File: config.mk
export PLATFORM = sky130hd
export DESIGN_NAME = flash_upc_cpu_flat
export DESIGN_NICKNAME = d
export VERILOG_FILES = /design/src/verilog/flash_upc_pkg.sv /design/src/verilog/flash_upc_if.sv /design/src/verilog/flash_upc_cpu.sv /design/src/flat_wrapper.sv
export VERILOG_INCLUDE_DIRS = /design/src /design/src/verilog
export SDC_FILE = /design/constraint.sdc
export NUM_CORES = 1
export LEC_CHECK = 0
export ABC_AREA = 1
export BUFFER_PORTS_ARGS = -buffer_cell sky130_fd_sc_hd__buf_2
export CORE_UTILIZATION = 25
export DETAILED_ROUTE_END_ITERATION = 16
export PLACE_DENSITY = 0.44
export SLEW_MARGIN = 20
export SYNTH_ARGS = -nofsm -noshare
export SYNTH_HDL_FRONTEND = slang
export SYNTH_SLANG_ARGS = --single-unit
File: constraint.sdc
create_clock -name CLOCK -period 2.4 [get_ports CLOCK]
set_input_delay 0.48 -clock CLOCK [delete_from_list [all_inputs] [get_ports CLOCK]]
set_output_delay 0.48 -clock CLOCK [all_outputs]
set_load 0.02 [all_outputs]
File: src/verilog/flash_upc_params.svh
// Constants of the user-mode flash program controller
`ifndef FLASH_UPC_PARAMS_SVH
`define FLASH_UPC_PARAMS_SVH
// ==========================================================
// Array organisation
`define SECTOR_BYTES 8'h80
`define SECTOR_COUNT 512
`define FLASH_BYTES 65536
`define FLASH_LAST_ADDR 16'hffff
`define ERASED_BYTE 8'hff
// ==========================================================
// Key, command codes and reset values of device registers
`define KEY_ENTER 8'ha5
`define KEY_LEAVE 8'h00
`define CMD_PROGRAM 8'h51
`define CMD_LOCK 8'h61
`define LOCK_NIBBLE 4'h6
`define SFR_RESET 8'h00
// ==========================================================
// Controller register offsets (byte addresses, one word each) and AXI response codes
`define REG_CTRL 4'h0
`define REG_ADDR 4'h4
`define REG_WDATA 4'h8
`define REG_STATUS 4'hc
`define AXI_OKAY 2'h0
`define AXI_SLVERR 2'h2
`endif

File: src/verilog/flash_upc_pkg.sv
// Types shared by both ends of the flash program link
package flash_upc_pkg;
	// Which device register a special-register write targets
	typedef enum logic [1:0] {
		SEL_KEY = 2'h0,
		SEL_SECH = 2'h1,
		SEL_SECL = 2'h2,
		SEL_CMD = 2'h3
	} sfr_sel_e;
	// Operation requested of the controller
	typedef enum logic [1:0] {
		OP_NONE = 2'h0,
		OP_PROGRAM = 2'h1,
		OP_READ = 2'h2,
		OP_LOCK = 2'h3
	} op_e;
	// Controller sequencer states
	typedef enum logic [8:0] {
		ST_IDLE = 9'h001,
		ST_KEY = 9'h002,
		ST_SECH = 9'h004,
		ST_SECL = 9'h008,
		ST_CMD = 9'h010,
		ST_ACCESS = 9'h020,
		ST_WAIT = 9'h040,
		ST_NOP = 9'h080,
		ST_LEAVE = 9'h100
	} seq_state_e;
endpackage

File: src/verilog/flash_upc_if.sv
// Link between the CPU-side controller and the flash device
`timescale 1ns/1ps
interface flash_upc_if;
	import flash_upc_pkg::*;
	// Special-register writes
	logic sfr_wr;
	sfr_sel_e sfr_sel;
	logic [7:0] sfr_wdata;
	// Table load/store through the working register pair
	logic mem_req;
	logic mem_we;
	logic [7:0] mem_addr_hi;
	logic [7:0] mem_addr_lo;
	logic [7:0] mem_wdata;
	logic mem_ack;
	logic [7:0] mem_rdata;
	// Device state seen by the CPU
	logic locked;
	logic op_fail;
	logic [7:0] byte_count;
	modport device_end (
		input sfr_wr, sfr_sel, sfr_wdata, mem_req, mem_we, mem_addr_hi, mem_addr_lo,
		input mem_wdata,
		output mem_ack, mem_rdata, locked, op_fail, byte_count
	);
	modport cpu_end (
		output sfr_wr, sfr_sel, sfr_wdata, mem_req, mem_we, mem_addr_hi, mem_addr_lo,
		output mem_wdata,
		input mem_ack, mem_rdata, locked, op_fail, byte_count
	);
endinterface

File: src/verilog/flash_upc_cpu.sv
// CPU-side controller: AXI4-Lite registers driving program, read and lock
//
// Implementation choices: register access over AXI4-Lite and the address map.
`timescale 1ns/1ps
`include "flash_upc_params.svh"
module flash_upc_cpu (
	// Clock and reset
	input wire logic CLOCK,
	input wire logic RST,
	// AXI4-Lite write address and data
	input wire logic AWVALID,
	output logic AWREADY,
	input wire logic [3:0] AWADDR,
	input wire logic WVALID,
	output logic WREADY,
	input wire logic [31:0] WDATA,
	input wire logic [3:0] WSTRB,
	// AXI4-Lite write response
	output logic BVALID,
	input wire logic BREADY,
	output logic [1:0] BRESP,
	// AXI4-Lite read
	input wire logic ARVALID,
	output logic ARREADY,
	input wire logic [3:0] ARADDR,
	output logic RVALID,
	input wire logic RREADY,
	output logic [31:0] RDATA,
	output logic [1:0] RRESP,
	// Flash device link
	flash_upc_if.cpu_end LINK
);
	import flash_upc_pkg::*;

	// ==========================================================
	// Bus slave state
	logic aw_have_q;
	logic [3:0] aw_addr_q;
	logic w_have_q;
	logic [31:0] w_data_q;
	logic [3:0] w_strb_q;
	logic bvalid_q;
	logic [1:0] bresp_q;
	logic rvalid_q;
	logic [31:0] rdata_q;
	logic [1:0] rresp_q;
	// Controller registers
	logic [15:0] addr_q;
	logic [7:0] wdata_q;
	logic [7:0] rd_byte_q;
	op_e op_q;
	seq_state_e state_q;
	seq_state_e state_d;

	wire do_write;
	wire wr_mapped;
	wire rd_mapped;
	wire busy;
	wire go;
	wire [31:0] status_word;
	wire [31:0] read_word;

	// ==========================================================
	// Decode
	// Address and data are parked, so they may arrive in either order
	assign AWREADY = !aw_have_q && !bvalid_q;
	assign WREADY = !w_have_q && !bvalid_q;
	assign do_write = aw_have_q && w_have_q && !bvalid_q;
	assign wr_mapped = (aw_addr_q == `REG_CTRL) || (aw_addr_q == `REG_ADDR)
		|| (aw_addr_q == `REG_WDATA) || (aw_addr_q == `REG_STATUS);
	assign rd_mapped = (ARADDR == `REG_CTRL) || (ARADDR == `REG_ADDR)
		|| (ARADDR == `REG_WDATA) || (ARADDR == `REG_STATUS);
	assign busy = (state_q != ST_IDLE);
	// A start while busy is dropped; the bus still answers OKAY
	assign go = do_write && (aw_addr_q == `REG_CTRL) && w_strb_q[0] && !busy
		&& (w_data_q[1:0] != OP_NONE);
	assign status_word = {8'h00, LINK.byte_count, rd_byte_q, 5'h00, LINK.op_fail,
		LINK.locked, busy};
	assign read_word = (ARADDR == `REG_CTRL) ? {30'h0, op_q} :
		(ARADDR == `REG_ADDR) ? {16'h0, addr_q} :
		(ARADDR == `REG_WDATA) ? {24'h0, wdata_q} :
		(ARADDR == `REG_STATUS) ? status_word : 32'h0;

	// ==========================================================
	// Write channel
	always_ff @(posedge CLOCK) begin
		if (RST) begin
			aw_have_q <= 1'b0;
			aw_addr_q <= 4'h0;
			w_have_q <= 1'b0;
			w_data_q <= 32'h0;
			w_strb_q <= 4'h0;
			bvalid_q <= 1'b0;
			bresp_q <= `AXI_OKAY;
		end else begin
			if (AWVALID && AWREADY) begin
				aw_have_q <= 1'b1;
				aw_addr_q <= AWADDR;
			end
			if (WVALID && WREADY) begin
				w_have_q <= 1'b1;
				w_data_q <= WDATA;
				w_strb_q <= WSTRB;
			end
			if (do_write) begin
				aw_have_q <= 1'b0;
				w_have_q <= 1'b0;
				bvalid_q <= 1'b1;
				bresp_q <= wr_mapped ? `AXI_OKAY : `AXI_SLVERR;
			end else if (BREADY && bvalid_q) begin
				bvalid_q <= 1'b0;
			end
		end
	end

	// Address and data registers honour byte strobes; ignored while busy
	always_ff @(posedge CLOCK) begin
		if (RST) begin
			addr_q <= 16'h0000;
			wdata_q <= 8'h00;
			op_q <= OP_NONE;
		end else begin
			if (do_write && !busy && (aw_addr_q == `REG_ADDR)) begin
				if (w_strb_q[0])
					addr_q[7:0] <= w_data_q[7:0];
				if (w_strb_q[1])
					addr_q[15:8] <= w_data_q[15:8];
			end
			if (do_write && !busy && (aw_addr_q == `REG_WDATA) && w_strb_q[0])
				wdata_q <= w_data_q[7:0];
			if (go)
				op_q <= op_e'(w_data_q[1:0]);
		end
	end

	// ==========================================================
	// Read channel
	always_ff @(posedge CLOCK) begin
		if (RST) begin
			rvalid_q <= 1'b0;
			rdata_q <= 32'h0;
			rresp_q <= `AXI_OKAY;
		end else if (ARVALID && !rvalid_q) begin
			rvalid_q <= 1'b1;
			rdata_q <= read_word;
			rresp_q <= rd_mapped ? `AXI_OKAY : `AXI_SLVERR;
		end else if (RREADY && rvalid_q) begin
			rvalid_q <= 1'b0;
		end
	end

	// ==========================================================
	// Sequencer: one device step per state
	always_comb begin
		state_d = state_q;
		unique case (state_q)
			ST_IDLE: begin
				if (go && (w_data_q[1:0] == OP_READ))
					state_d = ST_ACCESS;
				else if (go)
					state_d = ST_KEY;
			end
			ST_KEY: state_d = (op_q == OP_LOCK) ? ST_CMD : ST_SECH;
			ST_SECH: state_d = ST_SECL;
			ST_SECL: state_d = ST_CMD;
			ST_CMD: state_d = (op_q == OP_LOCK) ? ST_NOP : ST_ACCESS;
			ST_ACCESS: state_d = ST_WAIT;
			ST_WAIT: begin
				if (LINK.mem_ack)
					state_d = (op_q == OP_READ) ? ST_IDLE : ST_NOP;
			end
			ST_NOP: state_d = ST_LEAVE;
			ST_LEAVE: state_d = ST_IDLE;
			default: state_d = ST_IDLE;
		endcase
	end

	always_ff @(posedge CLOCK) begin
		if (RST)
			state_q <= ST_IDLE;
		else
			state_q <= state_d;
	end

	// Read byte is captured when the device answers
	always_ff @(posedge CLOCK) begin
		if (RST)
			rd_byte_q <= 8'h00;
		else if ((state_q == ST_WAIT) && LINK.mem_ack && (op_q == OP_READ))
			rd_byte_q <= LINK.mem_rdata;
	end

	// ==========================================================
	// Link drive
	// Sector registers are reloaded on every program, so the budget
	// of 128 bytes can never run out under this controller
	assign LINK.sfr_wr = (state_q == ST_KEY) || (state_q == ST_SECH)
		|| (state_q == ST_SECL) || (state_q == ST_CMD) || (state_q == ST_LEAVE);
	assign LINK.sfr_sel = (state_q == ST_SECH) ? SEL_SECH :
		(state_q == ST_SECL) ? SEL_SECL :
		(state_q == ST_CMD) ? SEL_CMD : SEL_KEY;
	assign LINK.sfr_wdata = (state_q == ST_KEY) ? `KEY_ENTER :
		(state_q == ST_SECH) ? addr_q[15:8] :
		(state_q == ST_SECL) ? {addr_q[7], 7'h00} :
		(state_q == ST_CMD) ? ((op_q == OP_LOCK) ? `CMD_LOCK : `CMD_PROGRAM) :
		`KEY_LEAVE;
	assign LINK.mem_req = (state_q == ST_ACCESS);
	assign LINK.mem_we = (op_q == OP_PROGRAM);
	assign LINK.mem_addr_hi = addr_q[15:8];
	assign LINK.mem_addr_lo = addr_q[7:0];
	assign LINK.mem_wdata = wdata_q;

	// ==========================================================
	// Bus outputs
	assign BVALID = bvalid_q;
	assign BRESP = bresp_q;
	assign ARREADY = !rvalid_q;
	assign RVALID = rvalid_q;
	assign RDATA = rdata_q;
	assign RRESP = rresp_q;
endmodule

File: src/flat_wrapper.sv
// flat-port wrapper written by rule: the top's interface ports become plain ports
module flash_upc_cpu_flat import flash_upc_pkg::*;
  (CLOCK, RST, AWVALID, AWREADY, AWADDR, WVALID, WREADY, WDATA, WSTRB, BVALID, BREADY, BRESP, ARVALID, ARREADY, ARADDR, RVALID, RREADY, RDATA, RRESP, LINK_sfr_wr, LINK_sfr_sel, LINK_sfr_wdata, LINK_mem_req, LINK_mem_we, LINK_mem_addr_hi, LINK_mem_addr_lo, LINK_mem_wdata, LINK_mem_ack, LINK_mem_rdata, LINK_locked, LINK_op_fail, LINK_byte_count);
  flash_upc_if LINK_i ();
  input wire logic CLOCK;
  input wire logic RST;
  input wire logic AWVALID;
  output logic AWREADY;
  input wire logic [3:0] AWADDR;
  input wire logic WVALID;
  output logic WREADY;
  input wire logic [31:0] WDATA;
  input wire logic [3:0] WSTRB;
  output logic BVALID;
  input wire logic BREADY;
  output logic [1:0] BRESP;
  input wire logic ARVALID;
  output logic ARREADY;
  input wire logic [3:0] ARADDR;
  output logic RVALID;
  input wire logic RREADY;
  output logic [31:0] RDATA;
  output logic [1:0] RRESP;
  output wire logic [$bits(LINK_i.sfr_wr)-1:0] LINK_sfr_wr;
  output wire logic [$bits(LINK_i.sfr_sel)-1:0] LINK_sfr_sel;
  output wire logic [$bits(LINK_i.sfr_wdata)-1:0] LINK_sfr_wdata;
  output wire logic [$bits(LINK_i.mem_req)-1:0] LINK_mem_req;
  output wire logic [$bits(LINK_i.mem_we)-1:0] LINK_mem_we;
  output wire logic [$bits(LINK_i.mem_addr_hi)-1:0] LINK_mem_addr_hi;
  output wire logic [$bits(LINK_i.mem_addr_lo)-1:0] LINK_mem_addr_lo;
  output wire logic [$bits(LINK_i.mem_wdata)-1:0] LINK_mem_wdata;
  input wire logic [$bits(LINK_i.mem_ack)-1:0] LINK_mem_ack;
  input wire logic [$bits(LINK_i.mem_rdata)-1:0] LINK_mem_rdata;
  input wire logic [$bits(LINK_i.locked)-1:0] LINK_locked;
  input wire logic [$bits(LINK_i.op_fail)-1:0] LINK_op_fail;
  input wire logic [$bits(LINK_i.byte_count)-1:0] LINK_byte_count;
  assign LINK_sfr_wr = LINK_i.sfr_wr;
  assign LINK_sfr_sel = LINK_i.sfr_sel;
  assign LINK_sfr_wdata = LINK_i.sfr_wdata;
  assign LINK_mem_req = LINK_i.mem_req;
  assign LINK_mem_we = LINK_i.mem_we;
  assign LINK_mem_addr_hi = LINK_i.mem_addr_hi;
  assign LINK_mem_addr_lo = LINK_i.mem_addr_lo;
  assign LINK_mem_wdata = LINK_i.mem_wdata;
  assign LINK_i.mem_ack = LINK_mem_ack;
  assign LINK_i.mem_rdata = LINK_mem_rdata;
  assign LINK_i.locked = LINK_locked;
  assign LINK_i.op_fail = LINK_op_fail;
  assign LINK_i.byte_count = LINK_byte_count;
  flash_upc_cpu u_core (.CLOCK(CLOCK), .RST(RST), .AWVALID(AWVALID), .AWREADY(AWREADY), .AWADDR(AWADDR), .WVALID(WVALID), .WREADY(WREADY), .WDATA(WDATA), .WSTRB(WSTRB), .BVALID(BVALID), .BREADY(BREADY), .BRESP(BRESP), .ARVALID(ARVALID), .ARREADY(ARREADY), .ARADDR(ARADDR), .RVALID(RVALID), .RREADY(RREADY), .RDATA(RDATA), .RRESP(RRESP), .LINK(LINK_i));
endmodule
Word-level counts from Yosys, hierarchy flattened
Cells that the tools add are included.
- register bits: 105
- input bits: 70
- output and inout port bits: 78
- logic and storage cells: 107
- eq/ne operators: 22
- mux-type cells: 25
- reduce and logical (&&, ||, !) cells: 44
- operators by type and width (kind ; number):
    32-bit 2-to-1 mux ; 3
    9-bit one-hot mux with 8 select lines ; 1
    8-bit 2-to-1 mux ; 6
    9-bit 2-to-1 mux ; 3
    24-bit 2-to-1 mux ; 1
    1-bit logical AND ; 20
    4-bit equality test, second input constant ; 4
    1-bit logical OR ; 10
    2-bit 2-to-1 mux ; 5
    9-bit by 1-bit equality test with 1-bit output, second input constant ; 1
    9-bit by 2-bit equality test with 1-bit output, second input constant ; 1
    9-bit by 3-bit equality test with 1-bit output, second input constant ; 1
    9-bit by 4-bit equality test with 1-bit output, second input constant ; 1
    9-bit by 5-bit equality test with 1-bit output, second input constant ; 1
    9-bit by 6-bit equality test with 1-bit output, second input constant ; 1
    9-bit by 7-bit equality test with 1-bit output, second input constant ; 1
    9-bit by 8-bit equality test with 1-bit output, second input constant ; 1
    9-bit equality test, second input constant ; 1
    9-bit by 1-bit inequality test with 1-bit output, second input constant ; 1
    4-bit by 3-bit equality test with 1-bit output, second input constant ; 2
    4-bit zero test ; 2
    2-bit equality test, second input constant ; 3
    6-bit 2-to-1 mux ; 1
    2-bit AND reduction ; 3
    other kinds (8) ; 17

Depth between registers and ports, before layout
- depth in word-level cells: 9
- gate-level depth with buffers: 11
- mapped depth without buffers: 10

Worst setup path after synthesis
No wires, ideal clock.
- path type: flip-flop to output port
- start point: register u_core.state_q[4]
- end point: output LINK_sfr_wdata[6]
- data arrival time: 1.383 ns
- required time: 1.920 ns
- path slack: 0.537 ns
- stages on the path, launching flop included: 4
- path buffers: 0
- cells stage by stage: dfxtp_1 > nor2_4 > nand2_1 > o41ai_1
- longest elaborated chain between the ends: 5
- elaborated cells between the ends (all ways): 8
- classes of those cells: 4 x eq/ne; 4 x mux
- RTL lines (item ; line ; text):
    from (decl) ; flash_upc_cpu.sv:52 ; seq_state_e state_q;
    from (signal assigned) ; flash_upc_cpu.sv:182 ; state_q <= state_d;
    9-bit by 5-bit equality test with 1-bit output ; flash_upc_cpu.sv:205 ; (state_q == ST_CMD) ? ((op_q == OP_LOCK) ? `CMD_LOCK : `CMD_PROGRAM) :
    8-bit 2-to-1 mux (no line) (3 in a row) ; n/a ;
    8-bit 2-to-1 mux (no line) * ; n/a ;
    to (decl) ; flat_wrapper.sv:26 ; output wire logic [$bits(LINK_i.sfr_wdata)-1:0] LINK_sfr_wdata;
Every way passes the cells marked *; elsewhere a longest branch is shown, timed or not.

Worst setup path after layout
- start point: register u_core.state_q[4]
- end point: output LINK_sfr_wr
- longest elaborated chain between the ends: 5
- elaborated cells between the ends (all ways): 9
- classes of those cells: 5 x eq/ne; 4 x reduce/logical
- RTL lines (item ; line ; text):
    9-bit by 2-bit equality test with 1-bit output or 9-bit by 3-bit equality test with 1-bit output (tied branches) ; flash_upc_cpu.sv:197 ; assign LINK.sfr_wr = (state_q == ST_KEY) || (state_q == ST_SECH)
    1-bit logical OR ; flash_upc_cpu.sv:197 ;
    1-bit logical OR (2 in a row) ; flash_upc_cpu.sv:198 ; || (state_q == ST_SECL) || (state_q == ST_CMD) || (state_q == ST_LEAVE);
    1-bit logical OR * ; flash_upc_cpu.sv:198 ;
    to (decl) ; flat_wrapper.sv:24 ; output wire logic [$bits(LINK_i.sfr_wr)-1:0] LINK_sfr_wr;
Marked as above.

==> results.md <==
* Commonest non-fill, non-tap cell in the layout: nand2_1
* IO Port Bufs at 119
* Sw Pwr at around 0.9 mW
* Layout Cells excl Fill at 912
* ANT nets after route at 0
* Latest clock arrival within the worst-skew pair at between 300 and 400 ps
* Initial antenna violation count at 0
* Fin worst setup slack at 135.8 ps
* Via/cell ratio at 4.349
* Synth cell types at 32
* Core area at ~16000 sq um
* Fin util at 32.83%
* N_diodes at 0
* Critical R2R Launch: u_core.state_q[0]$_SDFFE_PP1P_
* Final Hold Fails at 0
* Pre-Repair DR Iteration Count at 4
* Clock Power Share at 41.4%
* Slew @ Worst Pin at 575.6 ps
* Worst Setup EP: LINK_sfr_wr
* Nets at ~760
* Total number of yosys warnings at 0
* Pwr/cell area at roughly 680 nW/um^2
* Hold Crit Class: in2reg
* Total grt overflow at 0
* Critical Path Start Type: register
* Share of cells above drive strength 1 at a little under a quarter
* Residual DRC count at 0
* Status: finished, final reports clean
* Max FO, Critical Path at 4
* RSZ-0062 raised after global routing: false
* Largest net degree at the start of global routing at 54
* Root buffer cell: clkbuf_16
* First-pass GRT wire length at about 19 mm
* Setup TNS at 0 ps
* Longest Clk Path Bufs at 2
* Half-perimeter wire length after placement at approximately 9 mm
* CP endpoint kind: primary output
* EDFF count, synth at 0
* Post-Synthesis Cell Area at a little over 4000 sq um
* Routability Congestion at 0.8516
* Die Wd at 130.3 microns
* CP Class: reg2out
* Switch share at about a quarter
* Period Utilization, post-route at 94.34%
* Rows at between 40 and 50
* Clk pin slew, worst setup/hold paths at ~70 ps
* Layout Skew at between 6 and 7 ps
* Max-slew violation count at 0
* Endpoints failing setup at 0
* Die footprint at ~17000 sq um
* R2R depth at 6
* # clock sinks at 95
* Worst-case vdd ir drop at ~0.34 mV
* Slowest cell delay on critical path at approximately 350 ps
* Vias at slightly below 4000
* Crit-path slowest cell: dfxtp_1
* Ys async rst share at 0%
* Cell Int Power at 2.675 mW
* Setup Slack @ Placement at 476.2 ps
* TritonCTS clock tree: yes
* Crit path top cell by count: nand2_1
* CP startpoint: u_core.state_q[4]$_SDFFE_PP0P_
* Combinational power share at 11.9%
* Area grow syn2layout at 27.56%
* CP top delay family: simple AND/OR/NAND/NOR gates
* Req. time, crit path at between 1500 and 2000 ps
* Worst path bufs/invs at 1
* Vias in the first global route at roughly 3800
* Setup bufs post-CTS at 0
* Initial DRC count at around 140
* CP Data Arrival Time at 1780 ps
* Reg2Reg Setup Slack at between 700 and 800 ps
* Minimum clock period at between 2000 and 2500 ps
* GRT Total Usage at between 10 and 15%
* Routed wire per std cell at between 10 and 15 microns
* Most frequent cells in the layout: nand2_1 (121), buf_2 (119), dfxtp_1 (95)
* Top_reg_cell synth: dfxtp_1
* Initial core utilization at 25.74%
* CTS buffer count at 9
* Post-synthesis cell count at around 570
* Post-synthesis sequential area ratio at 46.19%
* Leakage power at 2.535 nW
* Crit path depth at 8
* Worst-path cell chain: nor2_4, nand2_1, nor2_2, nand2_1, nand2_1, nor2_1, o31ai_1, buf_2
* Die Ht at roughly 130 microns
* Fmax at between 400 and 500 MHz
* Placed cells at 896
* Number of synthesized register bits at 95
* Slew headroom at 61.54%
* Max-cap violations at 0
* Reg-to-Reg End: u_core.rd_byte_q[2]$_SDFFE_PP0P_
* Sequential share of power at 46.8%
* Routed wire length at 11.99 mm
* # IOs at about 150
* Synthesized area per cell at between 7 and 8 sq um
* H-tree depth at 3
[power by group through the flow]
stage	registers, mW	clock network [mW]	logic (mW)
6_report	1.68	1.49	0.427
2_1_floorplan	1.73	0	0.274
5_1_grt	1.69	1.59	0.489
4_1_cts	1.68	1.54	0.431
3_3_place_gp	1.71	0	0.425
3_5_place_dp	1.72	0	0.430
[metrics by stage]
stage	area (sq um)	power, mW	hold WS, ps
after global routing	5253	3.767	365.5
after CTS	5245	3.647	357.7
final	5253	3.595	374.1
after global placement	4935	2.139	440.4
after floorplan	4151	2.005	430.3
after detailed placement	4935	2.145	447.7
[logic make-up (layout without fill, tap and decap cells)]
kind of cell,count (synthesis),in the layout,share of synthesized area (%)
other cells,1,10,0.09107
buf+inv,102,216,10.85
simple gates,236,236,25.10
compound gates,139,139,17.78
flops,95,95,46.19
[worst min-delay path by stage]
| stage | to | cells past startpoint | start |
|---|---|---|---|
| after floorplan | u_core.rd_byte_q[0]$_SDFFE_PP0P_ | 2 | u_core.rd_byte_q[0]$_SDFFE_PP0P_ |
| after global placement | u_core.rd_byte_q[0]$_SDFFE_PP0P_ | 2 | u_core.rd_byte_q[0]$_SDFFE_PP0P_ |
| after detailed placement | u_core.rd_byte_q[2]$_SDFFE_PP0P_ | 2 | u_core.rd_byte_q[2]$_SDFFE_PP0P_ |
| after CTS | u_core.RDATA[23]$_SDFFE_PP0P_ | 3 | LINK_byte_count[7] |
| after global routing | u_core.RDATA[23]$_SDFFE_PP0P_ | 3 | LINK_byte_count[7] |
| final | u_core.RDATA[23]$_SDFFE_PP0P_ | 3 | LINK_byte_count[7] |
[worst min-delay path: stages]
cell and delay [ps]:
buf_2 100, nand2_1 50, a21oi_1 50
[cell usage after synthesis (2+ instances only)]
master / count / area (sq um)
nand2_1: 121 / 454.2
dfxtp_1: 95 / 1902
nor2_1: 86 / 322.8
inv_1: 68 / 255.2
a21oi_1: 60 / 300.3
o21ai_0: 59 / 295.3
clkbuf_1: 11 / 41.29
nand3_1: 11 / 55.05
buf_4: 10 / 75.07
o22ai_1: 8 / 50.05
nand3_4: 4 / 70.07
nor2_4: 4 / 45.04
nor3_1: 4 / 20.02
o211ai_1: 4 / 30.03
buf_1: 3 / 11.26
clkinv_1: 3 / 11.26
buf_2: 2 / 10.01
buf_6: 2 / 22.52
nor2_2: 2 / 12.51
nor3_4: 2 / 32.53
o21ai_1: 2 / 10.01
o31ai_1: 2 / 15.01
[area by class of cell]
class | count | area, sq um
clock buffer | 13 | 270.3
clock inverter | 3 | 40.04
fill | 1809 | 10750
inverter | 73 | 279.0
multi-input combinational | 385 | 1810
sequential | 95 | 1902
tap | 216 | 270.3
timing repair buffer | 127 | 680.7
[flip-flops by register name, summed over array words and instances (netlist names)]
| signal | flops |
|---|---|
| u_core.RDATA | 24 |
| u_core.addr_q | 16 |
| u_core.w_data_q | 16 |
| u_core.state_q | 9 |
| u_core.LINK.mem_wdata | 8 |
| u_core.rd_byte_q | 8 |
| u_core.aw_addr_q | 4 |
| u_core.op_q | 2 |
| u_core.w_strb_q | 2 |
| u_core.BRESP | 1 |
| u_core.BVALID | 1 |
| u_core.RRESP | 1 |
| u_core.RVALID | 1 |
| u_core.aw_have_q | 1 |
| u_core.w_have_q | 1 |
[metal layers]
layer / wire [microns] / share of wire [%] / track usage, % / vias to the layer above
li1: - / - / - / 2042
met3: 823 / 6.9 / 4.592 / 8
met2: 5366 / 45 / 23.22 / 113
met4: 135 / 1.1 / 4.530 / 0
met1: 5666 / 47 / 18.48 / 1803
met5: 0 / 0 / 0 / -
[what timing repair did]
item,in CTS,in global routing
hold buffers,0,0
gates resized for setup,0,2
endpoints found under the setup margin,0,3
No activity file was read; power rests on OpenSTA's default activity.
